$ cat config.mk
export PLATFORM = sky130hd
export DESIGN_NAME = sat_bus_slave_command_decoder
export DESIGN_NICKNAME = d
export VERILOG_FILES = /design/src/rtl/cmd_decoder_pkg.sv /design/src/rtl/reply_sender.sv /design/src/rtl/sat_bus_slave_command_decoder.sv
export SDC_FILE = /design/constraint.sdc
export NUM_CORES = 1
export LEC_CHECK = 0
export BUFFER_PORTS_ARGS = -buffer_cell sky130_fd_sc_hd__buf_2
export CAP_MARGIN = 30
export CORE_MARGIN = 4
export CORE_UTILIZATION = 35
export DETAILED_ROUTE_END_ITERATION = 8
export GPL_TIMING_DRIVEN = 0
export PLACE_DENSITY = 0.6
export SLEW_MARGIN = 25
export SYNTH_ARGS = -nofsm -noshare
export SYNTH_HDL_FRONTEND = slang
export SYNTH_HIERARCHICAL = 1
export SYNTH_SLANG_ARGS = --single-unit
$ cat constraint.sdc
create_clock -name clk -period 3.55 [get_ports clk]
set_input_delay 0.1775 -clock clk [delete_from_list [all_inputs] [get_ports clk]]
set_output_delay 0.1775 -clock clk [all_outputs]
set_load 0.01 [all_outputs]
$ cat src/rtl/cmd_decoder_pkg.sv
// constants for the satellite control bus slave command decoder
// assumes a byte-level frame receiver in front and a byte transmitter behind
// Contract
// 0x01 clears reset flag, framing reply
// 0x04 sets contention flag bit 7
// 0x06 clears contention flag bit 7
// 0x05 returns address only while contending
// 0x07 returns address unless contending
// 0x08 writes address only while contending
// 0x09 writes address unless contending
// 0x10 returns status register byte
// 0x11 capability byte, 0x14 path byte
// 0x20/0x24 clear/set band bit 4
// 0x21/0x25 clear/set polarization bit 5
// 0x22/0x26 clear/set satellite bit 6
// 0x23/0x27 clear/set option bit 7
// 0x30 sleeps; ignore all but wake
// 0x31 wakes, clears sleep bit 1
// 0x38 data byte loads path bits 7:4
// 0x50 returns two frequency digit bytes
// 0x51 current band table entry nibble
// 0x52 low band table entry nibble
// 0x53 high band table entry nibble
// status bit 2 reports supply level; code latches supply_high only at init after reset release or 0x00
// reply only on framing 0xE2/0xE3
// accept listed addresses, framing E0..E7
// 0x00 resets decoder, sets reset flag
// unsupported commands ignored, no data
package cmd_decoder_pkg;
  localparam logic [7:0] CMD_RESET = 8'h00;
  localparam logic [7:0] CMD_CLR_RESET = 8'h01;
  localparam logic [7:0] CMD_SET_CONTEND = 8'h04;
  localparam logic [7:0] CMD_CONTEND = 8'h05;
  localparam logic [7:0] CMD_CLR_CONTEND = 8'h06;
  localparam logic [7:0] CMD_ADDRESS = 8'h07;
  localparam logic [7:0] CMD_MOVE_C = 8'h08;
  localparam logic [7:0] CMD_MOVE = 8'h09;
  localparam logic [7:0] CMD_STATUS = 8'h10;
  localparam logic [7:0] CMD_CONFIG = 8'h11;
  localparam logic [7:0] CMD_SWITCH = 8'h14;
  localparam logic [7:0] CMD_CLR_PATH_BASE = 8'h20;
  localparam logic [7:0] CMD_SET_PATH_BASE = 8'h24;
  localparam logic [7:0] CMD_SLEEP = 8'h30;
  localparam logic [7:0] CMD_AWAKE = 8'h31;
  localparam logic [7:0] CMD_WRITE_PORT_GROUP_ZERO = 8'h38;
  localparam logic [7:0] CMD_READ_CURRENT_FREQ = 8'h50;
  localparam logic [7:0] CMD_READ_CURRENT_ENTRY = 8'h51;
  localparam logic [7:0] CMD_READ_LOW_ENTRY = 8'h52;
  localparam logic [7:0] CMD_READ_HIGH_ENTRY = 8'h53;

  localparam logic [7:0] FRAMING_MIN = 8'hE0;
  localparam logic [7:0] FRAMING_MAX = 8'hE7;
  localparam logic [7:0] FRAMING_REPLY_A = 8'hE2;
  localparam logic [7:0] FRAMING_REPLY_B = 8'hE3;
  localparam logic [7:0] REPLY_OK = 8'hE4;
  localparam logic [7:0] ADDR_ANY = 8'h00;
  localparam logic [7:0] ADDR_ANY_LNB_SW = 8'h10;
  localparam logic [7:0] ADDR_LNB = 8'h11;
  localparam logic [7:0] ADDR_SWITCHER = 8'h14;

  localparam int STAT_RESET_BIT = 0;
  localparam int STAT_SLEEP_BIT = 1;
  localparam int STAT_VOLTAGE_BIT = 2;
  localparam int STAT_CONTEND_BIT = 7;
  localparam int PATH_BAND_BIT = 4;
  localparam int PATH_OPT_SW_BIT = 3;

  localparam logic [7:0] STATUS_RESET_VAL = 8'h01;
  localparam logic [7:0] CONFIG_VAL = 8'h03;
  localparam logic [3:0] PATH_FIXED_CAPS = 4'h7;
  localparam logic [15:0] LOW_FREQ_DIGITS = 16'h0975;
  localparam logic [7:0] LOW_TABLE_ENTRY = 8'h02;
  localparam logic [15:0] HIGH_FREQ_DIGITS = 16'h1060;
  localparam logic [7:0] HIGH_TABLE_ENTRY = 8'h04;
  localparam logic [1:0] REPLY_DATA_MAX = 2'h2;
endpackage

$ cat src/rtl/reply_sender.sv
// reply byte sequencer: framing byte then up to two data bytes
// assumes the downstream transmitter accepts a byte on tx_valid and tx_ready
`timescale 1ns/1ps
module reply_sender (
  input wire logic clk,
  input wire logic nrst,
  input wire logic start,
  input wire logic [1:0] data_count,
  input wire logic [7:0] data0,
  input wire logic [7:0] data1,
  output logic busy,
  output logic tx_valid,
  output logic [7:0] tx_byte,
  input wire logic tx_ready
);
  typedef struct packed {
    logic active;
    logic [1:0] left;
    logic [7:0] cur;
    logic [7:0] d0;
    logic [7:0] d1;
  } snd_t;

  snd_t s_r;
  snd_t s_nxt;

  always_comb begin
    s_nxt = s_r;
    if (!s_r.active) begin
      if (start) begin
        s_nxt.active = 1'b1;
        s_nxt.left = data_count;
        s_nxt.cur = cmd_decoder_pkg::REPLY_OK;
        s_nxt.d0 = data0;
        s_nxt.d1 = data1;
      end
    end else if (tx_ready) begin
      if (s_r.left == 2'h0) begin
        s_nxt.active = 1'b0;
      end else begin
        s_nxt.left = s_r.left - 2'h1;
        s_nxt.cur = s_r.d0;
        s_nxt.d0 = s_r.d1;
      end
    end
  end

  always_ff @(posedge clk or negedge nrst) begin
    if (!nrst) begin
      s_r <= '0;
    end else begin
      s_r <= s_nxt;
    end
  end

  assign busy = s_r.active;
  assign tx_valid = s_r.active;
  assign tx_byte = s_r.cur;
endmodule

$ cat src/rtl/sat_bus_slave_command_decoder.sv
// command decoder of one satellite control bus slave port
// assumes a frame receiver delivering framing, address, command and data bytes
// held on frame_valid until frame_ready, and a byte transmitter for the reply
`timescale 1ns/1ps
module sat_bus_slave_command_decoder (
  input wire logic clk,
  input wire logic nrst,
  input wire logic is_lnb_mode,
  input wire logic supply_high,
  input wire logic cascade_present,
  input wire logic frame_valid,
  input wire logic [7:0] frame_framing,
  input wire logic [7:0] frame_address,
  input wire logic [7:0] frame_command,
  input wire logic frame_has_data,
  input wire logic [7:0] frame_data,
  output logic frame_ready,
  output logic tx_valid,
  output logic [7:0] tx_byte,
  input wire logic tx_ready,
  output logic [7:0] slave_bus_address,
  output logic [7:0] bus_status_flags,
  output logic [7:0] path_select
);
  // ****************************************
  // state
  // ****************************************
  typedef struct packed {
    logic init_done;
    logic [7:0] addr;
    logic [7:0] status;
    logic [3:0] path_hi;
    logic opt_sw;
    logic [7:0] addr_out;
    logic [7:0] status_out;
    logic [7:0] path_out;
  } dec_t;

  dec_t d_r;
  dec_t d_nxt;

  logic snd_busy;
  logic snd_start;
  logic [1:0] snd_count;
  logic [7:0] snd_d0;
  logic [7:0] snd_d1;

  function automatic logic addr_accepted(input logic [7:0] a, input logic [7:0] own);
    addr_accepted = (a == cmd_decoder_pkg::ADDR_ANY) ||
      (a == cmd_decoder_pkg::ADDR_ANY_LNB_SW) || (a == cmd_decoder_pkg::ADDR_LNB) ||
      (a == cmd_decoder_pkg::ADDR_SWITCHER) || (a == own);
  endfunction

  function automatic logic framing_ok(input logic [7:0] f);
    framing_ok = (f >= cmd_decoder_pkg::FRAMING_MIN) && (f <= cmd_decoder_pkg::FRAMING_MAX);
  endfunction

  // ****************************************
  // decode
  // ****************************************
  logic [7:0] path_now;
  logic take;
  logic known;
  logic contend;
  logic sleeping;
  logic want_reply;
  logic hi_band;
  logic [7:0] low_ent;
  logic [7:0] high_ent;

  assign path_now = {d_r.path_hi, d_r.opt_sw, cmd_decoder_pkg::PATH_FIXED_CAPS[2:0]};
  assign contend = d_r.status[cmd_decoder_pkg::STAT_CONTEND_BIT];
  assign sleeping = d_r.status[cmd_decoder_pkg::STAT_SLEEP_BIT];
  assign hi_band = d_r.path_hi[cmd_decoder_pkg::PATH_BAND_BIT - 4];
  assign low_ent = {4'h0, cmd_decoder_pkg::LOW_TABLE_ENTRY[3:0]};
  assign high_ent = {4'h0, cmd_decoder_pkg::HIGH_TABLE_ENTRY[3:0]};
  // frames wait while a reply is still going out
  assign frame_ready = !snd_busy && d_r.init_done;
  assign take = frame_valid && frame_ready && framing_ok(frame_framing) &&
    addr_accepted(frame_address, d_r.addr);
  assign want_reply = (frame_framing == cmd_decoder_pkg::FRAMING_REPLY_A) ||
    (frame_framing == cmd_decoder_pkg::FRAMING_REPLY_B);

  always_comb begin
    d_nxt = d_r;
    known = 1'b1;
    snd_count = 2'h0;
    snd_d0 = 8'h00;
    snd_d1 = 8'h00;
    if (!d_r.init_done) begin
      // defaults caught after reset release, straps are not async-loaded
      d_nxt.init_done = 1'b1;
      d_nxt.addr = is_lnb_mode ? cmd_decoder_pkg::ADDR_LNB : cmd_decoder_pkg::ADDR_SWITCHER;
      d_nxt.status = cmd_decoder_pkg::STATUS_RESET_VAL;
      d_nxt.status[cmd_decoder_pkg::STAT_VOLTAGE_BIT] = supply_high;
      d_nxt.opt_sw = cascade_present;
      d_nxt.path_hi = 4'h0;
    end
    if (take && sleeping && frame_command != cmd_decoder_pkg::CMD_AWAKE) begin
      known = 1'b0;
    end else if (take) begin
      case (frame_command)
        cmd_decoder_pkg::CMD_RESET: begin
          d_nxt.init_done = 1'b0;
        end
        cmd_decoder_pkg::CMD_CLR_RESET: begin
          d_nxt.status[cmd_decoder_pkg::STAT_RESET_BIT] = 1'b0;
        end
        cmd_decoder_pkg::CMD_SET_CONTEND: begin
          d_nxt.status[cmd_decoder_pkg::STAT_CONTEND_BIT] = 1'b1;
        end
        cmd_decoder_pkg::CMD_CLR_CONTEND: begin
          d_nxt.status[cmd_decoder_pkg::STAT_CONTEND_BIT] = 1'b0;
        end
        cmd_decoder_pkg::CMD_CONTEND: begin
          if (contend) begin
            snd_count = 2'h1;
            snd_d0 = d_r.addr;
          end
        end
        cmd_decoder_pkg::CMD_ADDRESS: begin
          if (!contend) begin
            snd_count = 2'h1;
            snd_d0 = d_r.addr;
          end
        end
        cmd_decoder_pkg::CMD_MOVE_C: begin
          if (contend && frame_has_data) begin
            d_nxt.addr = frame_data;
          end
        end
        cmd_decoder_pkg::CMD_MOVE: begin
          if (!contend && frame_has_data) begin
            d_nxt.addr = frame_data;
          end
        end
        cmd_decoder_pkg::CMD_STATUS: begin
          snd_count = 2'h1;
          snd_d0 = d_r.status;
        end
        cmd_decoder_pkg::CMD_CONFIG: begin
          snd_count = 2'h1;
          snd_d0 = cmd_decoder_pkg::CONFIG_VAL;
        end
        cmd_decoder_pkg::CMD_SWITCH: begin
          snd_count = 2'h1;
          snd_d0 = path_now;
        end
        // low two command bits pick the path bit, so one arm serves four commands
        cmd_decoder_pkg::CMD_CLR_PATH_BASE,
        cmd_decoder_pkg::CMD_CLR_PATH_BASE + 8'h01,
        cmd_decoder_pkg::CMD_CLR_PATH_BASE + 8'h02,
        cmd_decoder_pkg::CMD_CLR_PATH_BASE + 8'h03: begin
          d_nxt.path_hi[frame_command[1:0]] = 1'b0;
        end
        cmd_decoder_pkg::CMD_SET_PATH_BASE,
        cmd_decoder_pkg::CMD_SET_PATH_BASE + 8'h01,
        cmd_decoder_pkg::CMD_SET_PATH_BASE + 8'h02,
        cmd_decoder_pkg::CMD_SET_PATH_BASE + 8'h03: begin
          d_nxt.path_hi[frame_command[1:0]] = 1'b1;
        end
        cmd_decoder_pkg::CMD_SLEEP: d_nxt.status[cmd_decoder_pkg::STAT_SLEEP_BIT] = 1'b1;
        cmd_decoder_pkg::CMD_AWAKE: d_nxt.status[cmd_decoder_pkg::STAT_SLEEP_BIT] = 1'b0;
        cmd_decoder_pkg::CMD_WRITE_PORT_GROUP_ZERO: begin
          // each nibble bit pair: upper clears, lower sets, both zero keeps
          if (frame_has_data) begin
            for (int i = 0; i < 4; i++) begin
              if (frame_data[i]) begin
                d_nxt.path_hi[i] = 1'b1;
              end else if (frame_data[i + 4]) begin
                d_nxt.path_hi[i] = 1'b0;
              end
            end
          end
        end
        cmd_decoder_pkg::CMD_READ_CURRENT_FREQ: begin
          snd_count = cmd_decoder_pkg::REPLY_DATA_MAX;
          snd_d0 = hi_band ? cmd_decoder_pkg::HIGH_FREQ_DIGITS[15:8] :
            cmd_decoder_pkg::LOW_FREQ_DIGITS[15:8];
          snd_d1 = hi_band ? cmd_decoder_pkg::HIGH_FREQ_DIGITS[7:0] :
            cmd_decoder_pkg::LOW_FREQ_DIGITS[7:0];
        end
        cmd_decoder_pkg::CMD_READ_CURRENT_ENTRY: begin
          snd_count = 2'h1;
          snd_d0 = hi_band ? high_ent : low_ent;
        end
        cmd_decoder_pkg::CMD_READ_LOW_ENTRY: begin
          snd_count = 2'h1;
          snd_d0 = low_ent;
        end
        cmd_decoder_pkg::CMD_READ_HIGH_ENTRY: begin
          snd_count = 2'h1;
          snd_d0 = high_ent;
        end
        default: known = 1'b0;
      endcase
    end else begin
      known = 1'b0;
    end
    d_nxt.addr_out = d_nxt.addr;
    d_nxt.status_out = d_nxt.status;
    d_nxt.path_out = {d_nxt.path_hi, d_nxt.opt_sw, cmd_decoder_pkg::PATH_FIXED_CAPS[2:0]};
  end

  // silent on framings that ask for no reply and on ignored commands
  assign snd_start = take && known && want_reply;

  always_ff @(posedge clk or negedge nrst) begin
    if (!nrst) begin
      d_r <= '0;
    end else begin
      d_r <= d_nxt;
    end
  end

  assign slave_bus_address = d_r.addr_out;
  assign bus_status_flags = d_r.status_out;
  assign path_select = d_r.path_out;

  // ****************************************
  // reply
  // ****************************************
  reply_sender u_reply (
    .clk(clk),
    .nrst(nrst),
    .start(snd_start),
    .data_count(snd_count),
    .data0(snd_d0),
    .data1(snd_d1),
    .busy(snd_busy),
    .tx_valid(tx_valid),
    .tx_byte(tx_byte),
    .tx_ready(tx_ready)
  );
endmodule

======== Word level (Yosys, flattened, before mapping) ========
Index checks and enable logic that the tools add are counted.
word-level totals
  register bits ........................... 53
  input port bits ......................... 40
cells by class
  $add $sub $neg .......................... 1
  magnitude comparators ................... 4
  eq/ne operators ......................... 34
  multiplexer cells ....................... 49
  bitwise operators ....................... 4
  reductions and logical operators ........ 29
operator list
  cell                                                             count
  8-bit by 6-bit == test with 1-bit output, second input constant  11
  8-bit case mux with 9 select lines                               1
  8-bit by 5-bit == test with 1-bit output, second input constant  6
  8-bit two-way mux                                                6
  19-bit two-way mux                                               2
  8-bit by 3-bit == test with 1-bit output, second input constant  4
  8-bit by 7-bit == test with 1-bit output, second input constant  4
  27-bit two-way mux                                               1
  26-bit OR reduction                                              1
  21-bit two-way mux                                               1
  7-bit two-way mux                                                3
  10-bit two-way mux                                               2
  18-bit two-way mux                                               1
  1-bit two-way mux                                                17
  8-bit by 4-bit == test with 1-bit output, second input constant  2
  8-bit == test, second input constant                             2
  8-bit zero test                                                  2
  8-bit case mux with 2 select lines                               1
  1-bit logical AND                                                12
  6-bit two-way mux                                                2
  4-bit case mux with 3 select lines                               1
  5-bit two-way mux                                                2
  8-bit by 1-bit == test with 1-bit output, second input constant  1
  8-bit == test                                                    1
  25 further kinds                                                 35

======== Longest topological paths before layout ========
Gate-level depths: netlist of the first run.
  word-level depth ........................ 13
  mapped depth ............................ 11
  depth with buffers taken out ............ 9

======== By module ========
Netlist of the first run, hierarchy kept.
by module, submodules not included
  module                         instances  cells an instance  area an instance (um^2)
  sat_bus_slave_command_decoder  1          224                1762.9
  reply_sender                   1          129                1196.1

======== Worst setup path before layout of the first run ========
Ideal clock, no wire load.
  path type ............................... input-to-reg
  start point ............................. in frame_address[1]
  end point ............................... reg u_reply/s_r[24] (netlist bit)
  data arrival time ....................... 2.572 ns
  setup slack ............................. 0.852 ns
  cell stages on the path ................. 9
  path buffers ............................ 1
  cells stage by stage .................... or4_4 > a2111oi_2 > a21oi_1 > or2_4 > clkbuf_1 > nor4b_1 > nor2b_1 > nor2_1 > a221o_1
between the ends
  cells in the longest elaborated chain, start to end .. 13
RTL lines
  item                                                                                RTL line                                                                  RTL
  from (decl)                                                                         sat_bus_slave_command_decoder.sv:13                                       input wire logic [7:0] frame_address,
  8-bit by 5-bit == test with 1-bit output / 8-bit zero test (equally long branches)  sat_bus_slave_command_decoder.sv:50, sat_bus_slave_command_decoder.sv:49
  1-bit logical OR                                                                    sat_bus_slave_command_decoder.sv:49                                       addr_accepted = (a == cmd_decoder_pkg::ADDR_ANY) ||
  1-bit logical OR (2 in a row)                                                       sat_bus_slave_command_decoder.sv:50                                       (a == cmd_decoder_pkg::ADDR_ANY_LNB_SW) || (a == cmd_decoder_pkg::ADDR_LNB) ||
  1-bit logical OR *                                                                  sat_bus_slave_command_decoder.sv:51                                       (a == cmd_decoder_pkg::ADDR_SWITCHER) || (a == own);
  1-bit logical AND *                                                                 sat_bus_slave_command_decoder.sv:79                                       assign take = frame_valid && frame_ready && framing_ok(frame_framing) &&
  1-bit logical AND (2 in a row)                                                      sat_bus_slave_command_decoder.sv:99                                       if (take && sleeping && frame_command != cmd_decoder_pkg::CMD_AWAKE) begin
  1-bit two-way mux                                                                   sat_bus_slave_command_decoder.sv:99
  1-bit logical AND * (2 in a row)                                                    sat_bus_slave_command_decoder.sv:206                                      assign snd_start = take && known && want_reply;
  named net snd_start                                                                 sat_bus_slave_command_decoder.sv:43                                       logic snd_start;
  2-bit nonzero test (no source line) *                                               --
  3-bit AND reduction (no source line) *                                              --
  to (signal assigned)                                                                reply_sender.sv:52                                                        s_r <= s_nxt;
  to (decl)                                                                           reply_sender.sv:24                                                        snd_t s_r;
Mark *: on every way through the listed nets, which the timed path passes. The rest lies on a longest branch. The select of a mux whose other input is x is not followed.
A chain may end at the register's enable or synchronous reset.

==> results.toml, run 1 <==
[status]
status = "finished, final reports clean"

[timing]
hold_viol = 0
tightest_slew_ns = 0.692
slew_viol_final = 0
fin_crit_sh_pct = 88.4
max_slew_margin_pct = 53.5
setup_viol = 0
clock_skew_ns = 0.0110
rsz0062_at_grt = "false"
finalSetupTns_ns = 0
min_period_ns = 3.14
whs_ns = 0.0830
fmax_ghz = 0.319

[grt]
grt_pass1_wl_mm = 12.9
grt_max_degree = 47
grtUsageTotal_pct = 16.0
antenna_found_initial = 0
grt_pass1_vias = 2567
grt_overflow = 0

[clock_network]
tritoncts = "built"
cts_buffers = 5
clkSlewWorstSetupHoldPaths_ns = 0.09
clk_latency_ns = 0.31
clock_sinks = 46
cts_max_path_buffers = 2
h-tree-depth = 2
cts_root_buf = "clkbuf_8"
cts_setup_buffers = 0

[layout]
final_cells = 538
drive_above_1_share_pct = 29.1
syn2layout_area_growth_pct = 20.0
nets = 473
diodes = 0

[place]
place_congestion = 0.876
place_inst = 529
dp_hpwl_mm = 5.99
port_buffers = 64

[setup_path]
required_ns = 3.77
cp.arrival_ns = 3.36
crit_path_end_kind = "flip-flop"
reg2reg_setup_slack_ns = 0.41
start_kind = "flip-flop"
rr_worst_depth = 10
crit_path_max_fanout = 10
path_class = "reg2reg"

[floorplanning]
start_util_pct = 36.0
design.core.area_sq_um = 8220
floorplan.rows = 33
die_area_sq_um = 9990
die_w_um = 100
io_pins = 74
die_h_um = 100

[route]
vias = 2724
drtPass1Iterations = 5
final_antenna_net_count = 0
route.detailed.drc = 0
drt-initial-drc-count = 168
wl_per_cell_um = 14.7
avgViaCountPerCell = 5.06
finalWirelength_mm = 7.89

[min_path]
holdPathStages = 2
hold_path_class = "in2reg"

[flow_run]
maxCapViolCount = 0

[logic_synthesis]
syn_area_per_cell_sq_um = 8.38
synth_area_leader_cell = "dfrtp_1"
synth_seq_cells = 46
synth_top_area_share_pct = 38.9
synth_area_leaders = "dfrtp_1, nand2_1, buf_4"
syn_area_sq_um = 2960
ys_seq_area_share_pct = 38.9
synth.distinct_cells = 52
ys_warn_count = 6
netlist_instances = 353

[power]
p_per_area_nw_per_um2 = 277
finalPower_uw = 984
ir_drop_v = 0.000183
power_leakage_uw = 0.00170
==> state kept, by name, indices dropped and copies added, names as in the netlist <==
| name | flops |
|---|---|
| u_reply/s_r | 18 |
| bus_status_flags | 4 |
| u_reply/tx_byte | 8 |
| u_reply/busy | 1 |
| path_select | 5 |
| slave_bus_address | 8 |
| d_r | 2 |
==> area by class of cell <==
type,count,area (sq um)
plain buffers,51,333
clock buffers,5,68.8
clock inverters,3,23.8
fillers,847,4670
inverters,11,41.3
multi-input cells,251,1460
flip-flops and latches,46,1150
well taps,105,131
repair buffers,66,338
==> cell families after synthesis <==
group	synth area share, %
DFF	38.9
muxes	5.03
buffers and inverters	12.6
adders and majority gates	0.423
xor gates and xnor gates	2.96
AOI/OAI and AO/OA	15.5
and+or+nand+nor	24.3
other	0.254
==> critical path, stage by stage, from the launching register on <==
cell,delay (ns)
dfrtp_1,0.46
xor2_1,0.17
nor4_1,0.32
a21oi_1,0.19
or2_4,0.30
clkbuf_1,0.26
nor4b_1,0.52
nor2b_1,0.34
buf_2,0.28
a22oi_1,0.12
o21ai_0,0.09
==> Yosys cell counts (all sizes together) <==
master / n
a31oi: 4
or2: 2
a221oi: 1
mux2: 6
a2111oi: 2
a32oi: 1
nor2: 20
nor2b: 3
nand4b: 2
a221o: 2
nor4: 5
nor4b: 2
or4: 2
and4bb: 1
clkbuf: 10
o211ai: 1
o2111a: 1
and2: 1
a21o: 1
nor3b: 1
a211oi: 2
or3: 2
a222oi: 1
nor3: 13
a22oi: 10
nand3: 9
a211o: 4
a21oi: 23
ha: 1
nand4: 2
mux2i: 7
o21ai: 11
and3b: 1
conb: 2
nand3b: 2
nand2b: 7
dfrtp: 46
xor2: 10
o22ai: 3
buf: 41
nand2: 74
inv: 11
o31ai: 3
==> per-layer routing <==
metal,track usage [%],up-vias,wire length (um)
met3,2.02,6,519
met4,3.57,0,65
met5,0,-,0
met2,24.9,109,3490
met1,23.7,1265,3820
li1,-,1344,-
==> cells in the final DEF, fill, tap and decap left out, types with 2 or more instances in the layout <==
cell type / count
nor4_1: 4
conb_1: 8
nand2_1: 74
mux2_2: 3
a21oi_1: 23
nor2_1: 20
nand3_1: 9
clkbuf_8: 5
clkbuf_1: 10
buf_2: 69
buf_4: 35
nand4_1: 2
o22ai_1: 3
nand4b_1: 2
nor2b_1: 3
nand3b_1: 2
nor3_1: 12
a221o_1: 2
or3_1: 2
a211o_1: 4
o31ai_1: 3
inv_1: 11
dfrtp_1: 46
o21ai_0: 11
clkinvlp_4: 2
nand2b_1: 7
a211oi_1: 2
a31oi_1: 4
xor2_1: 10
a22oi_1: 10
mux2i_1: 7
mux2_4: 3
==> power by group <==
group | leakage, uW | switching, uW | total [uW] | internal [uW]
clock network | 0.0000408 | 204 | 345 | 141
logic | 0.00109 | 63.0 | 108 | 45.5
registers | 0.000569 | 3.67 | 530 | 527
total | 0.00170 | 270 | 984 | 713
==> final timing paths <==
kind	startpoint	endpoint
min reg2reg	u_reply/s_r[9]$_DFFE_PN0P_	u_reply/tx_byte[1]$_DFFE_PN0P_
min	tx_ready	u_reply/busy$_DFF_PN0_
max reg2reg	slave_bus_address[7]$_DFF_PN0_	u_reply/s_r[15]$_DFFE_PN0P_
min in group asynchronous	nrst	bus_status_flags[1]$_DFF_PN0_
max in group asynchronous	nrst	u_reply/s_r[9]$_DFFE_PN0P_
max	slave_bus_address[7]$_DFF_PN0_	u_reply/s_r[15]$_DFFE_PN0P_
==> per-stage QoR <==
stage / worst slack, ns / util (%) / area (sq um)
global placement: 0.310 / 41.8 / 3430
CTS: 0.453 / 43.2 / 3550
floorplan: 0.852 / - / 2980
detailed placement: 0.316 / 42.0 / 3450
finish: 0.411 / 43.2 / 3550
global route: 0.263 / 43.2 / 3550
==> what timing repair did <==
action                                 4_1_cts  5_1_grt
hold buffers                                 1        0
endpoints found under the hold margin       46        0
resized for setup                            0        0
Power figures use the tool's default switching activity.
==> run 2, diff against run 1 <==
--- a/config.mk
+++ b/config.mk
@@ -5,13 +5,15 @@
 export SDC_FILE = /design/constraint.sdc
 export NUM_CORES = 1
 export LEC_CHECK = 0
+export ABC_AREA = 1
 export BUFFER_PORTS_ARGS = -buffer_cell sky130_fd_sc_hd__buf_2
 export CAP_MARGIN = 30
 export CORE_MARGIN = 4
 export CORE_UTILIZATION = 35
 export DETAILED_ROUTE_END_ITERATION = 8
 export GPL_TIMING_DRIVEN = 0
-export PLACE_DENSITY = 0.6
+export HOLD_SLACK_MARGIN = 0.1
+export PLACE_DENSITY = 0.59
 export SLEW_MARGIN = 25
 export SYNTH_ARGS = -nofsm -noshare
 export SYNTH_HDL_FRONTEND = slang
==> results.toml, run 2 <==
[power]
pwr-share-comb_pct = 10.7
p_sw_uw = 265
p_per_area_nw_per_um2 = 236
ir_drop_v = 0.000152
p_sw_share_pct = 25.5
seq_power_share_pct = 50.5
p_int_uw = 774
power_leakage_uw = 0.00262
finalPower_uw = 1040
p_clk_share_pct = 38.8

[clock_network]
cts_buffers = 5
cts_root_buf = "clkbuf_8"
clkSlewWorstSetupHoldPaths_ns = 0.10
clock_sinks = 46
cts_resized = 0
cts_hold_buffers = 3
clk_latency_ns = 0.31
h-tree-depth = 2
cts_max_path_buffers = 2
tritoncts = "built"
cts_setup_buffers = 0

[setup_path]
rr_endpoint = "u_reply/s_r[14]$_DFFE_PN0P_"
cp.buffers_inverters = 4
reg2reg_setup_slack_ns = 0.92
crit_chain = "buf_2, nand2_1, nor3_1, nand2_1, a21oi_2, buf_4, nand3_1, nor2_1, buf_2, nand2_1, nand2_2, nand2_4, buf_4, nand2_1, nand2_1"
cp.arrival_ns = 2.84
rr_worst_depth = 15
rr_startpoint = "d_r[45]$_DFF_PN0_"
crit_path_end_kind = "flip-flop"
crit_path_frequent_cell = "nand2_1"
cp_top_family = "simple AND/OR/NAND/NOR gates"
slowest_delay_ns = 0.32
path_class = "reg2reg"
crit_path_max_fanout = 10
crit_cells = 15
required_ns = 3.76
start_kind = "flip-flop"
worst_path_max_delay_cell = "dfrtp_1"

[route]
route.detailed.drc = 0
drt-initial-drc-count = 174
final_antenna_net_count = 0
finalWirelength_mm = 10.5
vias = 3881
wl_per_cell_um = 12.9
avgViaCountPerCell = 4.74
drtPass1Iterations = 4

[timing]
tightest_slew_ns = 0.596
whs_ns = 0.200
slew_viol_final = 0
finalSetupTns_ns = 0
clock_skew_ns = 0.00772
fin_crit_sh_pct = 74.0
max_slew_margin_pct = 60.2
hold_viol = 0
min_period_ns = 2.63
rsz0062_at_grt = "false"
fmax_ghz = 0.381
setup_viol = 0

[logic_synthesis]
ys_seq_area_share_pct = 30.9
synth_area_leader_cell = "dfrtp_1"
synth-main-ff-cell = "dfrtp_1"
ys_async_sr_fraction_pct = 100
synth-edff-count = 0
syn_area_per_cell_sq_um = 6.23
synth_top_area_share_pct = 30.9
synth_commonest_cells = "nand2_1, nand3_1, inv_1"
syn_area_sq_um = 3730
netlist_instances = 599
synth_area_leaders = "dfrtp_1, nand2_1, nand3_1"
synth_most_common_cell = "nand2_1"
ys_warn_count = 6
synth.distinct_cells = 34
synth_seq_cells = 46

[grt]
grtUsageTotal_pct = 17.2
grt_pass1_wl_mm = 17.9
grt_max_degree = 47
antenna_found_initial = 0
grt_overflow = 0
grt_pass1_vias = 3788

[layout]
final_common_cell = "nand2_1"
nets = 722
largest_register = "u_reply/s_r"
syn2layout_area_growth_pct = 17.9
layout_common_cells = "nand2_1, nand3_1, buf_2"
post-route-util_pct = 42.4
diodes = 0
drive_above_1_share_pct = 20.8
final_cells = 818
largest_register_ffs = 18

[floorplanning]
floorplan.rows = 37
design.core.area_sq_um = 10400
start_util_pct = 36.0
io_pins = 74
die_area_sq_um = 12400
die_w_um = 111
die_h_um = 111

[place]
port_buffers = 66
dp_hpwl_mm = 8.44
place_congestion = 0.904
place_inst = 807

[min_path]
holdPathEnd = "bus_status_flags[7]$_DFF_PN0_"
hold_path_class = "in2reg"
holdPathStages = 4
hold_start = "frame_command[1]"

[status]
status = "finished, final reports clean"

[flow_run]
maxCapViolCount = 0
==> run 2: changes by cell type after synthesis, moves of 16 or more <==
| cell | before | now |
|---|---|---|
| inv_1 | 11 | 61 |
| nor2_1 | 20 | 54 |
| nand2_1 | 74 | 222 |
| nand3_1 | 9 | 81 |
| a21oi_1 | 23 | 7 |
==> run 2: per-stage QoR <==
stage                     worst slack (ns)  area, sq um
after CTS                            0.887         4400
final                                0.923         4400
after global placement               0.914         4250
after detailed placement             0.887         4260
after floorplan                       1.41         3750
after global routing                 0.602         4400
==> run 2: worst register-to-register path, cell delays in order (launching register included) <==
cell     delay [ns]
dfrtp_1        0.32
buf_2          0.20
nand2_1        0.09
nor3_1         0.14
nand2_1        0.11
a21oi_2        0.19
buf_4          0.23
nand3_1        0.09
nor2_1         0.12
buf_2          0.21
nand2_1        0.17
nand2_2        0.24
nand2_4        0.13
buf_4          0.19
nand2_1        0.06
nand2_1        0.05
==> run 2: worst max path at each step <==
stage                              startpoint                             end  slack (ns)
6_report                    d_r[45]$_DFF_PN0_     u_reply/s_r[14]$_DFFE_PN0P_        0.92
5_1_grt        slave_bus_address[5]$_DFF_PN0_  u_reply/tx_byte[3]$_DFFE_PN0P_        0.60
4_1_cts                     d_r[45]$_DFF_PN0_  u_reply/tx_byte[4]$_DFFE_PN0P_        0.89
3_5_place_dp                d_r[45]$_DFF_PN0_  u_reply/tx_byte[4]$_DFFE_PN0P_        0.89
3_3_place_gp   slave_bus_address[5]$_DFF_PN0_     u_reply/s_r[14]$_DFFE_PN0P_        0.91
2_1_floorplan               d_r[45]$_DFF_PN0_     u_reply/s_r[13]$_DFFE_PN0P_        1.41
==> run 2: power by group through the flow <==
stage          clock (uW)  combinational, uW  sequential (uW)
2_1_floorplan           0               55.2              535
4_1_cts               408                111              525
6_report              404                111              525
5_1_grt               431                127              525
3_3_place_gp            0                106              535
3_5_place_dp            0                108              535
==> run 2: kinds of logic after synthesis <==
kind of cell / after synthesis / share of synthesized area (%)
AND/OR/NAND/NOR: 387 / 45.0
AO/OA/AOI/OAI: 41 / 6.20
XOR/XNOR: 3 / 0.704
buffers and inverters: 119 / 16.7
adder cells (fa/ha/maj): 1 / 0.335
other: 2 / 0.201
flip-flops: 46 / 30.9
==> run 2: layout make-up <==
cell class	instances	area [sq um]
Buffer	55	384
Timing Repair Buffer	69	363
Sequential cell	46	1150
Clock inverter	3	45.0
Multi-Input combinational cell	440	1980
Inverter	64	240
Fill cell	1152	5970
Clock buffer	5	68.8
Tap cell	136	170
==> run 2: per-layer routing <==
layer	wire length [um]	share of wire, %	GRT usage [%]	up-vias
met2	4970	47	28.5	71
met5	0	0	0	-
met4	114	1.1	3.97	0
li1	-	-	-	2011
met1	5080	48	23.9	1788
met3	353	3.4	2.07	11
